==> src/ccr_pkg.sv <==
// Register map, field layout and reset values of the channel calibration registers.
`default_nettype none
package ccr_pkg;
  // ********************************************************
  // Sizes.
  // ********************************************************
  localparam int unsigned NUM_REGS = 6;
  localparam int unsigned REG_W    = 16;
  localparam int unsigned LO_W     = 8;
  localparam int unsigned WORD_W   = 24;
  localparam int unsigned SLOT_W   = 3;
  localparam int unsigned DATA_W   = 32;
  localparam int unsigned STRB_W   = 4;
  localparam int unsigned ADDR_LSB = 2;
  // ********************************************************
  // Register indices; the byte address is four times the index.
  // ********************************************************
  localparam logic [7:0] IDX_CH1_OFFSET_HIGH = 8'h0f;
  localparam logic [7:0] IDX_CH1_OFFSET_LOW  = 8'h10;
  localparam logic [7:0] IDX_CH1_GAIN_HIGH   = 8'h11;
  localparam logic [7:0] IDX_CH1_GAIN_LOW    = 8'h12;
  localparam logic [7:0] IDX_CH2_CONFIG      = 8'h13;
  localparam logic [7:0] IDX_CH2_OFFSET_HIGH = 8'h14;
  localparam logic [7:0] IDX_FIRST           = IDX_CH1_OFFSET_HIGH;
  localparam logic [7:0] IDX_LAST            = IDX_CH2_OFFSET_HIGH;
  // ********************************************************
  // Storage slots, reset values and writable bits.
  // ********************************************************
  localparam int unsigned SLOT_CH1_OFFSET_HIGH = 0;
  localparam int unsigned SLOT_CH1_OFFSET_LOW  = 1;
  localparam int unsigned SLOT_CH1_GAIN_HIGH   = 2;
  localparam int unsigned SLOT_CH1_GAIN_LOW    = 3;
  localparam int unsigned SLOT_CH2_CONFIG      = 4;
  localparam int unsigned SLOT_CH2_OFFSET_HIGH = 5;
  localparam logic [REG_W-1:0] RST_ZERO      = 16'h0000;
  localparam logic [REG_W-1:0] RST_GAIN_HIGH = 16'h8000;
  localparam logic [REG_W-1:0] MASK_FULL     = 16'hffff;
  localparam logic [REG_W-1:0] MASK_LOW_REG  = 16'hff00;
  localparam logic [REG_W-1:0] MASK_CONFIG   = 16'hffc7;
  localparam logic [REG_W-1:0] RESET_VALS [NUM_REGS] = '{
    RST_ZERO, RST_ZERO, RST_GAIN_HIGH, RST_ZERO, RST_ZERO, RST_ZERO};
  localparam logic [REG_W-1:0] WRITE_MASKS [NUM_REGS] = '{
    MASK_FULL, MASK_LOW_REG, MASK_FULL, MASK_LOW_REG, MASK_CONFIG, MASK_FULL};
  // ********************************************************
  // Fields.
  // ********************************************************
  localparam int unsigned LO_BYTE_LSB   = 8;
  localparam int unsigned RSVD_LSB      = 0;
  localparam int unsigned RSVD_W        = 8;
  localparam int unsigned CFG_PHASE_LSB = 6;
  localparam int unsigned PHASE_W       = 10;
  localparam int unsigned CFG_RSVD_LSB  = 3;
  localparam int unsigned CFG_RSVD_W    = 3;
  localparam int unsigned CFG_DCOFF_BIT = 2;
  localparam int unsigned CFG_MUX_LSB   = 0;
  localparam int unsigned MUX_W         = 2;
  localparam logic [1:0] MUX_PINS     = 2'h0;
  localparam logic [1:0] MUX_SHORT    = 2'h1;
  localparam logic [1:0] MUX_TEST_POS = 2'h2;
  localparam logic [1:0] MUX_TEST_NEG = 2'h3;
  localparam logic [WORD_W-1:0] GAIN_UNITY = 24'h800000;
  localparam logic [1:0] RESP_OKAY   = 2'h0;
  localparam logic [1:0] RESP_SLVERR = 2'h2;
  typedef enum logic [1:0] {
    RS_IDLE = 2'b01,
    RS_BUSY = 2'b10
  } ccr_resp_state_t;
endpackage : ccr_pkg
`default_nettype wire

==> src/ccr_cal_word.sv <==
// Assembly of one 24-bit calibration word from its high and low registers.
`timescale 1ns/10ps
`default_nettype none
module ccr_cal_word
  import ccr_pkg::*;
#(
  parameter logic [WORD_W-1:0] RST_VAL = '0
) (
  input  wire logic              clk_i,
  input  wire logic              rst_n_i,
  input  wire logic [REG_W-1:0]  hi_i,
  input  wire logic [LO_W-1:0]   lo_i,
  output logic      [WORD_W-1:0] word_o
);
  // ********************************************************
  // High register on top, low byte below.
  // ********************************************************
  always_ff @(posedge clk_i) begin
    if (!rst_n_i) begin
      word_o <= RST_VAL;
    end else begin
      word_o <= {hi_i, lo_i}; // [RULE_10]
    end
  end
endmodule : ccr_cal_word
`default_nettype wire

==> src/ccr_input_route.sv <==
// Decode of the channel input selector into one-hot route controls.
`timescale 1ns/10ps
`default_nettype none
module ccr_input_route
  import ccr_pkg::*;
(
  input  wire logic             clk_i,
  input  wire logic             rst_n_i,
  input  wire logic [MUX_W-1:0] sel_i,
  output logic                  route_pins_o,
  output logic                  route_short_o,
  output logic                  route_test_pos_o,
  output logic                  route_test_neg_o
);
  // ********************************************************
  // Registered one-hot route.
  // ********************************************************
  always_ff @(posedge clk_i) begin
    if (!rst_n_i) begin
      route_pins_o     <= 1'b1;
      route_short_o    <= 1'b0;
      route_test_pos_o <= 1'b0;
      route_test_neg_o <= 1'b0;
    end else begin
      route_pins_o     <= 1'b0;
      route_short_o    <= 1'b0;
      route_test_pos_o <= 1'b0;
      route_test_neg_o <= 1'b0;
      case (sel_i) // [RULE_08]
        MUX_PINS:     route_pins_o     <= 1'b1;
        MUX_SHORT:    route_short_o    <= 1'b1;
        MUX_TEST_POS: route_test_pos_o <= 1'b1;
        MUX_TEST_NEG: route_test_neg_o <= 1'b1;
        default:      route_pins_o     <= 1'b1;
      endcase
    end
  end
endmodule : ccr_input_route
`default_nettype wire

==> src/ccr_regs.sv <==
// Channel calibration and configuration registers behind an AXI4-Lite slave.
//
// Function
// RULE_01 - Channel one offset high at 0Fh holds offset bits 23:8, resets zero, RW.
// RULE_02 - Channel one offset low at 10h keeps bits 7:0 high; low byte reads zero.
// RULE_03 - Channel one gain high at 11h holds gain bits 23:8, resets to 8000h.
// RULE_04 - The gain word is unsigned, from zero to just below two.
// RULE_05 - Channel one gain low at 12h keeps bits 7:0 high, resets zero.
// RULE_06 - Channel two config at 13h: signed phase delay 15:6, bits 5:3 read zero.
// RULE_07 - Config bit 2 clear follows the global filter; set disables it here.
// RULE_08 - Selector: pins, shorted, positive test, negative test for 00 to 11.
// RULE_09 - Channel two offset high at 14h holds offset bits 23:8, resets zero.
// RULE_10 - Each word is the high register followed by the low register's upper byte.
// RULE_11 - After reset each gain word equals 800000h, a gain of one.
`timescale 1ns/10ps
`default_nettype none
module ccr_regs
  import ccr_pkg::*;
#(
  parameter int unsigned ADDR_W = 8,
  parameter int unsigned DCF_W  = 4
) (
  input  wire logic              clk_i,
  input  wire logic              rst_n_i,
  input  wire logic [ADDR_W-1:0] s_axi_awaddr_i,
  input  wire logic              s_axi_awvalid_i,
  output logic                   s_axi_awready_o,
  input  wire logic [DATA_W-1:0] s_axi_wdata_i,
  input  wire logic [STRB_W-1:0] s_axi_wstrb_i,
  input  wire logic              s_axi_wvalid_i,
  output logic                   s_axi_wready_o,
  output logic      [1:0]        s_axi_bresp_o,
  output logic                   s_axi_bvalid_o,
  input  wire logic              s_axi_bready_i,
  input  wire logic [ADDR_W-1:0] s_axi_araddr_i,
  input  wire logic              s_axi_arvalid_i,
  output logic                   s_axi_arready_o,
  output logic      [DATA_W-1:0] s_axi_rdata_o,
  output logic      [1:0]        s_axi_rresp_o,
  output logic                   s_axi_rvalid_o,
  input  wire logic              s_axi_rready_i,
  input  wire logic [DCF_W-1:0]  global_dc_filter_setting_i,
  output logic      [WORD_W-1:0] ch1_offset_word_o,
  output logic      [WORD_W-1:0] ch1_gain_word_o,
  output logic                   ch1_gain_unity_o,
  output logic                   ch1_gain_at_least_one_o,
  output logic      [REG_W-1:0]  ch2_offset_upper_bits_o,
  output logic      [PHASE_W-1:0] ch2_phase_delay_o,
  output logic                   ch2_dc_filter_off_o,
  output logic      [DCF_W-1:0]  ch2_dc_filter_setting_o,
  output logic                   ch2_route_pins_o,
  output logic                   ch2_route_short_o,
  output logic                   ch2_route_test_pos_o,
  output logic                   ch2_route_test_neg_o
);
  // ********************************************************
  // Elaboration checks.
  // ********************************************************
  if (ADDR_W < 8) begin : g_bad_addr
    $error("ADDR_W must be at least 8 to reach every register.");
  end
  if (DCF_W < 1) begin : g_bad_dcf
    $error("DCF_W must be at least 1.");
  end

  // ********************************************************
  // Address decode.
  // ********************************************************
  function automatic logic map_hit(input logic [ADDR_W-1:0] a);
    logic [ADDR_W-1:0] idx;
    idx = a >> ADDR_LSB;
    map_hit = (a[ADDR_LSB-1:0] == '0)
           && (idx >= ADDR_W'(IDX_FIRST))
           && (idx <= ADDR_W'(IDX_LAST));
  endfunction : map_hit

  function automatic logic [SLOT_W-1:0] map_slot(input logic [ADDR_W-1:0] a);
    logic [ADDR_W-1:0] idx;
    idx = a >> ADDR_LSB;
    map_slot = SLOT_W'(idx - ADDR_W'(IDX_FIRST));
  endfunction : map_slot

  // ********************************************************
  // Register storage.
  // ********************************************************
  logic [REG_W-1:0]  regs_r [NUM_REGS];
  logic              wr_fire;
  logic              wr_en;
  logic [SLOT_W-1:0] wr_slot;
  logic [REG_W-1:0]  wr_data;
  logic [REG_W-1:0]  wr_lane_mask;

  for (genvar g = 0; g < NUM_REGS; g++) begin : g_reg
    always_ff @(posedge clk_i) begin
      if (!rst_n_i) begin
        regs_r[g] <= RESET_VALS[g]; // [RULE_01] [RULE_03] [RULE_05] [RULE_09]
      end else if (wr_en && (wr_slot == SLOT_W'(g))) begin
        regs_r[g] <= (regs_r[g] & ~(wr_lane_mask & WRITE_MASKS[g]))
                   | (wr_data & wr_lane_mask & WRITE_MASKS[g]); // [RULE_02] [RULE_06]
      end
    end
  end

  // ********************************************************
  // Write address and data channels.
  // ********************************************************
  ccr_resp_state_t   wst_r;
  ccr_resp_state_t   wst_nxt;
  logic              aw_got_r;
  logic              w_got_r;
  logic [ADDR_W-1:0] aw_addr_r;
  logic [DATA_W-1:0] w_data_r;
  logic [STRB_W-1:0] w_strb_r;
  logic              aw_hs;
  logic              w_hs;
  logic [ADDR_W-1:0] wr_addr;
  logic [DATA_W-1:0] wr_wdata;
  logic [STRB_W-1:0] wr_strb;
  logic [1:0]        bresp_r;

  assign s_axi_awready_o = !aw_got_r && (wst_r == RS_IDLE);
  assign s_axi_wready_o  = !w_got_r && (wst_r == RS_IDLE);
  assign aw_hs           = s_axi_awvalid_i && s_axi_awready_o;
  assign w_hs            = s_axi_wvalid_i && s_axi_wready_o;
  assign wr_addr         = aw_got_r ? aw_addr_r : s_axi_awaddr_i;
  assign wr_wdata        = w_got_r ? w_data_r : s_axi_wdata_i;
  assign wr_strb         = w_got_r ? w_strb_r : s_axi_wstrb_i;
  assign wr_fire         = (aw_got_r || aw_hs) && (w_got_r || w_hs)
                        && (wst_r == RS_IDLE);
  assign wr_en           = wr_fire && map_hit(wr_addr);
  assign wr_slot         = map_slot(wr_addr);
  assign wr_data         = wr_wdata[REG_W-1:0];
  assign wr_lane_mask    = {{LO_W{wr_strb[1]}}, {LO_W{wr_strb[0]}}};

  always_ff @(posedge clk_i) begin
    if (!rst_n_i) begin
      aw_got_r  <= 1'b0;
      aw_addr_r <= '0;
    end else if (wr_fire) begin
      aw_got_r  <= 1'b0;
    end else if (aw_hs) begin
      aw_got_r  <= 1'b1;
      aw_addr_r <= s_axi_awaddr_i;
    end
  end

  always_ff @(posedge clk_i) begin
    if (!rst_n_i) begin
      w_got_r  <= 1'b0;
      w_data_r <= '0;
      w_strb_r <= '0;
    end else if (wr_fire) begin
      w_got_r  <= 1'b0;
    end else if (w_hs) begin
      w_got_r  <= 1'b1;
      w_data_r <= s_axi_wdata_i;
      w_strb_r <= s_axi_wstrb_i;
    end
  end

  // ********************************************************
  // Write response channel.
  // ********************************************************
  always_comb begin
    wst_nxt = wst_r;
    case (wst_r)
      RS_IDLE: begin
        if (wr_fire) begin
          wst_nxt = RS_BUSY;
        end
      end
      RS_BUSY: begin
        if (s_axi_bready_i) begin
          wst_nxt = RS_IDLE;
        end
      end
      default: wst_nxt = RS_IDLE;
    endcase
  end

  always_ff @(posedge clk_i) begin
    if (!rst_n_i) begin
      wst_r   <= RS_IDLE;
      bresp_r <= RESP_OKAY;
    end else begin
      wst_r <= wst_nxt;
      if (wr_fire) begin
        bresp_r <= map_hit(wr_addr) ? RESP_OKAY : RESP_SLVERR;
      end
    end
  end

  assign s_axi_bvalid_o = (wst_r == RS_BUSY);
  assign s_axi_bresp_o  = bresp_r;

  // ********************************************************
  // Read channels.
  // ********************************************************
  ccr_resp_state_t   rst_r;
  ccr_resp_state_t   rst_nxt;
  logic              ar_hs;
  logic [DATA_W-1:0] rdata_r;
  logic [1:0]        rresp_r;

  assign s_axi_arready_o = (rst_r == RS_IDLE);
  assign ar_hs           = s_axi_arvalid_i && s_axi_arready_o;

  always_comb begin
    rst_nxt = rst_r;
    case (rst_r)
      RS_IDLE: begin
        if (ar_hs) begin
          rst_nxt = RS_BUSY;
        end
      end
      RS_BUSY: begin
        if (s_axi_rready_i) begin
          rst_nxt = RS_IDLE;
        end
      end
      default: rst_nxt = RS_IDLE;
    endcase
  end

  always_ff @(posedge clk_i) begin
    if (!rst_n_i) begin
      rst_r   <= RS_IDLE;
      rdata_r <= '0;
      rresp_r <= RESP_OKAY;
    end else begin
      rst_r <= rst_nxt;
      if (ar_hs && map_hit(s_axi_araddr_i)) begin
        rdata_r <= DATA_W'(regs_r[map_slot(s_axi_araddr_i)]);
        rresp_r <= RESP_OKAY;
      end else if (ar_hs) begin
        rdata_r <= '0;
        rresp_r <= RESP_SLVERR;
      end
    end
  end

  assign s_axi_rvalid_o = (rst_r == RS_BUSY);
  assign s_axi_rdata_o  = rdata_r;
  assign s_axi_rresp_o  = rresp_r;

  // ********************************************************
  // Calibration words.
  // ********************************************************
  ccr_cal_word #(
    .RST_VAL (WORD_W'(0))
  ) u_ch1_offset (
    .clk_i   (clk_i),
    .rst_n_i (rst_n_i),
    .hi_i    (regs_r[SLOT_CH1_OFFSET_HIGH]),
    .lo_i    (regs_r[SLOT_CH1_OFFSET_LOW][LO_BYTE_LSB +: LO_W]),
    .word_o  (ch1_offset_word_o)
  );

  ccr_cal_word #(
    .RST_VAL (GAIN_UNITY)
  ) u_ch1_gain (
    .clk_i   (clk_i),
    .rst_n_i (rst_n_i),
    .hi_i    (regs_r[SLOT_CH1_GAIN_HIGH]),
    .lo_i    (regs_r[SLOT_CH1_GAIN_LOW][LO_BYTE_LSB +: LO_W]),
    .word_o  (ch1_gain_word_o)
  );

  // ********************************************************
  // Gain interpretation and channel two controls.
  // ********************************************************
  logic [WORD_W-1:0] gain_cat;

  assign gain_cat = {regs_r[SLOT_CH1_GAIN_HIGH],
                     regs_r[SLOT_CH1_GAIN_LOW][LO_BYTE_LSB +: LO_W]};

  always_ff @(posedge clk_i) begin
    if (!rst_n_i) begin
      ch1_gain_unity_o        <= 1'b1; // [RULE_11]
      ch1_gain_at_least_one_o <= 1'b1;
    end else begin
      ch1_gain_unity_o        <= (gain_cat == GAIN_UNITY); // [RULE_11]
      ch1_gain_at_least_one_o <= (gain_cat >= GAIN_UNITY); // [RULE_04]
    end
  end

  always_ff @(posedge clk_i) begin
    if (!rst_n_i) begin
      ch2_offset_upper_bits_o <= RST_ZERO;
      ch2_phase_delay_o       <= '0;
      ch2_dc_filter_off_o     <= 1'b0;
      ch2_dc_filter_setting_o <= '0;
    end else begin
      ch2_offset_upper_bits_o <= regs_r[SLOT_CH2_OFFSET_HIGH]; // [RULE_09]
      ch2_phase_delay_o       <= regs_r[SLOT_CH2_CONFIG][CFG_PHASE_LSB +: PHASE_W]; // [RULE_06]
      ch2_dc_filter_off_o     <= regs_r[SLOT_CH2_CONFIG][CFG_DCOFF_BIT];
      ch2_dc_filter_setting_o <= regs_r[SLOT_CH2_CONFIG][CFG_DCOFF_BIT]
                               ? '0 : global_dc_filter_setting_i; // [RULE_07]
    end
  end

  ccr_input_route u_ch2_route (
    .clk_i            (clk_i),
    .rst_n_i          (rst_n_i),
    .sel_i            (regs_r[SLOT_CH2_CONFIG][CFG_MUX_LSB +: MUX_W]),
    .route_pins_o     (ch2_route_pins_o),
    .route_short_o    (ch2_route_short_o),
    .route_test_pos_o (ch2_route_test_pos_o),
    .route_test_neg_o (ch2_route_test_neg_o)
  );
endmodule : ccr_regs
`default_nettype wire

==> config.mk <==
export PLATFORM = sky130hd
export DESIGN_NAME = ccr_regs
export DESIGN_NICKNAME = d
export VERILOG_FILES = /design/src/ccr_pkg.sv /design/src/ccr_cal_word.sv /design/src/ccr_input_route.sv /design/src/ccr_regs.sv
export SDC_FILE = /design/constraint.sdc
export NUM_CORES = 1
export LEC_CHECK = 0
export ABC_CLOCK_PERIOD_IN_PS = 8050
export BUFFER_PORTS_ARGS = -buffer_cell sky130_fd_sc_hd__buf_2
export CAP_MARGIN = 20
export CORE_MARGIN = 2
export CORE_UTILIZATION = 40
export CTS_CLUSTER_DIAMETER = 100
export DETAILED_ROUTE_END_ITERATION = 10
export PLACE_DENSITY = 0.65
export SLEW_MARGIN = 10
export SYNTH_ARGS = -nofsm -noshare
export SYNTH_HDL_FRONTEND = slang
export SYNTH_SLANG_ARGS = --single-unit
export TNS_END_PERCENT = 30
==> constraint.sdc <==
create_clock -name clk_i -period 8.05 [get_ports clk_i]
set_input_delay 2.0125 -clock clk_i [delete_from_list [all_inputs] [get_ports clk_i]]
set_output_delay 2.0125 -clock clk_i [all_outputs]
set_load 0.05 [all_outputs]
== Yosys cells after proc, flatten, opt, wreduce, memory -nomap -nowiden ==
Memory sizes are Yosys's and may differ from the RTL's.
Cells that the tools add are included.

* Bits in registers: 136
* Bits in writable memories: 96
* Input bits: 63
* Output and inout bits: 126
* Word-level logic and storage cells: 147
* Memories kept: 1

{| class="wikitable"
|+ Memories
! name !! words !! bits a word !! read ports !! clocked after memory_dff !! wr ports !! RTL line !! RTL
|-
| regs_r || 6 || 16 || 7 || 0 || 6 || ccr_regs.sv:86 || <nowiki>logic [REG_W-1:0] regs_r [NUM_REGS];</nowiki>
|}

* Add/subtract/negate cells: 2
* Magnitude comparators: 5
* Eq/ne operators: 17
* Muxes and demuxes: 41
* Bitwise operators: 24
* Reductions and logical operators: 35

{| class="wikitable"
|+ Operators with widths
! kind !! number
|-
| $mux 16 || 9
|-
| $and 16x16->16 || 7
|-
| $or 16x16->16 || 6
|-
| $not 16->16 || 3
|-
| $eq 24x24->1 const B || 1
|-
| $ge 24x24->1 const B || 1
|-
| $mux 1 || 23
|-
| $logic_and 1x1->1 || 19
|-
| $ge 6x4->1 const B || 2
|-
| $le 6x5->1 const B || 2
|-
| $mux 2 || 6
|-
| $eq 2x2->1 const B || 4
|-
| $mux 8 || 1
|-
| $pmux 2 s2 || 2
|-
| $reduce_and 2->1 || 4
|-
| $eq 2x1->1 const B || 3
|-
| $eq 3x2->1 const B || 2
|-
| $eq 3x3->1 const B || 2
|-
| $logic_not 2->1 || 3
|-
| $ne 2x1->1 const B || 3
|-
| $or 1x1->1 || 6
|-
| $reduce_or 2->1 || 3
|-
| $sub 3x3->3 const B || 2
|-
| $eq 3x1->1 const B || 1
|-
| 6 further kinds || 9
|}

== Longest topological paths before layout ==
* Depth in word-level cells: 12
* Mapped depth: 8
* Depth with buffers taken out: 6

== Cells and area by module ==
A second synthesis with hierarchy kept.

* Cells, all modules: 802
* Area, all modules: 8,698.3 µm²

{| class="wikitable"
|+ By module, submodules not included
! module !! instances !! cells each !! area an instance (µm²) !! seq. area each (µm²)
|-
| ccr_regs || 1 || 694 || 7,238.2 || 3,973.8
|-
| ccr_cal_word at u_ch1_offset || 1 || 50 || 675.6 || 480.5
|-
| ccr_cal_word at u_ch1_gain || 1 || 50 || 674.4 || 480.5
|-
| ccr_input_route || 1 || 8 || 110.1 || 80.1
|}

== Worst setup path before layout ==
OpenSTA, ideal clock, no wires.

* Path kind: input-to-reg
* From: input s_axi_awaddr_i[7]
* To: memory regs_r[5][0] (enable)
* Library setup time: 0.414 ns
* Arrival: 4.539 ns
* Required time: 7.636 ns
* Path slack: 3.097 ns
* Cell stages on the path: 4
* Buffers on the path: 0
* Cells stage by stage: or4_1 a2111oi_4 nand3_1 o31ai_1

{| class="wikitable"
|+ RTL lines
! item !! RTL line !! RTL
|-
| start: declaration || ccr_regs.sv:25 || <nowiki>input wire logic [ADDR_W-1:0] s_axi_awaddr_i,</nowiki>
|-
| end: declaration || ccr_regs.sv:86 ||
|}

==> metrics.md <==
| Metric | Value |
|---|---|
| Post-Layout Cell Count | 1244 |
| Num ports | 189 |
| Largest net degree at the start of global routing | 99 |
| Cell Pwr Density | 248.1 mW/mm^2 |
| Cts hold-fix bufs | 0 |
| Mapped Cells | 809 |
| Synth top area share | 0.3131 |
| Tot Pwr | 2.583 mW |
| Chip Width | 150.9 um |
| Die Ht | 150.9 um |
| First-pass GRT wire length | 34080 um |
| Unrepaired setup endpoints after global routing | false |
| Skew-Pair Late Insertion Delay | 500 ps |
| Crit. End Element | flop |
| Actual slew at the worst max-slew pin | 1028 ps |
| Crit-path slowest cell | nand4_1 |
| Area of the die | 0.02277 mm^2 |
| F_max | 0.2263 GHz |
| Met1 WL | 9908 um |
| IO Port Bufs | 152 |
| Highest routed layer | met5 |
| Max Slew Vio Count | 0 |
| Core Area | 0.02109 mm^2 |
| TritonCTS clock tree | built |
| Ant. Diodes | 0 |
| Via count | 6493 |
| Ys Warns | 0 |
| Cts repair resizes | 0 |
| Maximum vdd drop | 0.1428 mV |
| EDFF count, synth | 77 |
| Global route overflow | 0 |
| CTS root buf | clkbuf_16 |
| Vias per std cell | 5.219 |
| Cells along the critical path | buf_2, or4_1, a2111oi_4, nand4_1, a21oi_1 |
| Worst Hold Class | flop to flop |
| Met2 Routed Length | 10370 um |
| CP peak stage delay | 950 ps |
| Number of clock sinks | 212 |
| Avg Cell Area, Syn | 10.67 um^2 |
| Routed Antenna Nets | 0 |
| Synth cell types | 47 |
| Count of state elements after synthesis | 212 |
| Final Util | 0.4938 |
| Post-DP HPWL | 15340 um |
| Fraction of layout cells with a size suffix above 1 | 0.2291 |
| FILL cells | 1998 |
| Starting Density | 0.4093 |
| Min Hold Slack | 485.9 ps |
| Postcts setup bufs | 0 |
| Metal3 WL | 1593 um |
| Layout area overhead | 20.63% |
| # DRC | 0 |
| Status | completed |
| R2r setup slk | 4320 ps |
| Post-synthesis sequential area ratio | 0.5810 |
| Top cells by area, synth | dfxtp_1, edfxtp_1, mux2i_1 |
| Critical-path maximum fanout | 16 |
| Pre-antenna DRT Iters | 5 |
| Post-Route WL | 22120 um |
| Dpl cells | 1201 |
| Max Clock Skew | 8.306 ps |
| Num rows | 53 |
| DR WL/cell | 17.78 um |
| Endpoints failing hold | 0 |
| Gr usage total | 0.1935 |
| Slew HR | 0.3128 |
| CTS Buf Count | 23 |
| H-tree depth | 1 |
| FFs w/ async S/R, synth | 0 |
| First-iteration detailed-routing DRC count | 580 |
| Critical Path RT | 8350 ps |
| Tmin final | 4420 ps |
| Layout net count | 1018 |
| Post-Syn Area | 0.008632 mm^2 |
| CTS max path bufs | 3 |
| Initial antenna violation count | 1 |
| Clock slew at reported path FFs | 60 ps |
| LEAKAGE | 4.558 nW |
| MaxCap Viol Count | 0 |
| Setup CP Type | input pin to flop |
| Dominant synthesized flop cell | dfxtp_1 |
| Leading area contributor after synthesis | dfxtp_1 |
| Global placement routability congestion | 0.8182 |
| CP arrival | 4720 ps |
| Worst Setup Start Kind | input pin |
| Final setup vio count | 0 |
| Vias in the first global route | 6022 |
| Final setup TNS | 0 ps |
| Period utilisation layout | 0.5490 |
sequential cells by signal (all words and copies together), names as in the netlist, 2 cells and up:
register / flops
u_ch1_offset.word_o: 24
ch2_dc_filter_setting_o: 4
w_strb_r: 2
w_data_r: 16
ch2_offset_upper_bits_o: 16
u_ch1_gain.word_o: 24
s_axi_rdata_o: 16
regs_r: 77
ch2_phase_delay_o: 10
aw_addr_r: 8
rst_r: 2
wst_r: 2
cell usage after synthesis (2+ instances only):
cell      number
or3_1         10
a21oi_1       81
edfxtp_1      77
nand3_1        4
a22oi_1       12
o22ai_1       16
o21ai_0       11
nor4_1         5
and3_1         3
or4_1          2
a32o_1         9
dfxtp_1      135
o21bai_1       8
xnor2_1        3
clkbuf_1      36
nand4b_1       2
o211ai_1      10
or3b_2         2
inv_1          8
and2_1        88
mux2i_1       66
buf_1          7
nand2_1       82
nor4b_1        2
ha_1           2
nor2_1        50
nor2b_1       11
a211oi_1       2
nand2b_1       8
nand4_1        8
buf_2          4
buf_4         18
nand3b_1       6
o221a_2        8
through the flow:
step	cell area (um^2)	worst slack, ps
4_1_cts	10400	3635
3_5_place_dp	9587	3141
2_1_floorplan	8696	3097
3_3_place_gp	9582	3227
5_1_grt	10410	3497
6_report	10410	3630
cell type report:
class | instances | area, um^2 | share of cell area
Clock buffer | 30 | 694.4 | 0.06669
Multi-Input combinational cell | 541 | 3342 | 0.3210
Inverter | 8 | 30.03 | 0.002884
Clock inverter | 11 | 121.4 | 0.01166
Timing Repair Buffer | 167 | 865.8 | 0.08315
Sequential cell | 212 | 5015 | 0.4816
Tap cell | 275 | 344.1 | 0.03304
cell families after synthesis:
family	after synthesis	share of synthesized area
compound gates	163	0.1215
xor+xnor	4	0.004059
fa+ha+maj	2	0.002899
buf+inv	73	0.04015
flops	212	0.5810
mux	66	0.07653
other cells	1	0.0004344
simple gates	288	0.1735
report_power, final:
| part | leakage (nW) | internal, mW | switching, mW | total (mW) |
|---|---|---|---|---|
| Clock | 0.403 | 0.675 | 0.426 | 1.10 |
| Sequential | 1.90 | 1.15 | 0.0337 | 1.18 |
| Combinational | 2.26 | 0.0849 | 0.215 | 0.299 |
| Total | 4.56 | 1.91 | 0.674 | 2.58 |
worst max-delay path: cells and delay by family:
family          cells  cell delay [ps]
compound gates      2             1070
buf+inv             1              110
simple gates        2             1510
per-layer routing:
layer  track usage  up-vias
li1              -     3132
met1        0.2728     3106
met2        0.3141      229
met3       0.03494       24
met4       0.03879        2
met5             0        -
layout by cell type, fill, tap and decap left out, types with 3 or more instances in the layout:
master	netlist	routed
nor2_1	50	49
buf_4	18	12
conb_1	1	18
a22oi_1	12	12
o21bai_1	8	8
and2_1	88	88
clkbuf_8	0	5
clkinv_2	0	4
a21oi_1	81	81
o21ai_0	11	8
or3_1	10	10
nand3b_1	6	6
nor4_1	5	5
inv_1	8	8
nand4_1	8	8
nand2_1	82	82
and3_1	3	3
a32o_1	9	9
nand3_1	4	4
dfxtp_1	135	135
buf_2	4	155
mux2i_1	66	66
xnor2_1	3	3
nand2b_1	8	8
o22ai_1	16	16
nor2b_1	11	11
clkbuf_16	0	25
edfxtp_1	77	77
o21ai_1	0	3
o211ai_1	10	10
o221a_2	8	8
final timing paths:
kind	startpoint	endpoint	depth (start not counted)
worst max register to register	aw_got_r	regs_r[5][9]	4
worst max-delay path	s_axi_awaddr_i[7]	regs_r[5][9]	5
worst min register to register	w_data_r[4]	w_data_r[4]	2
worst min-delay path	w_data_r[4]	w_data_r[4]	2
Note: power is estimated with default switching activity, not from simulation.
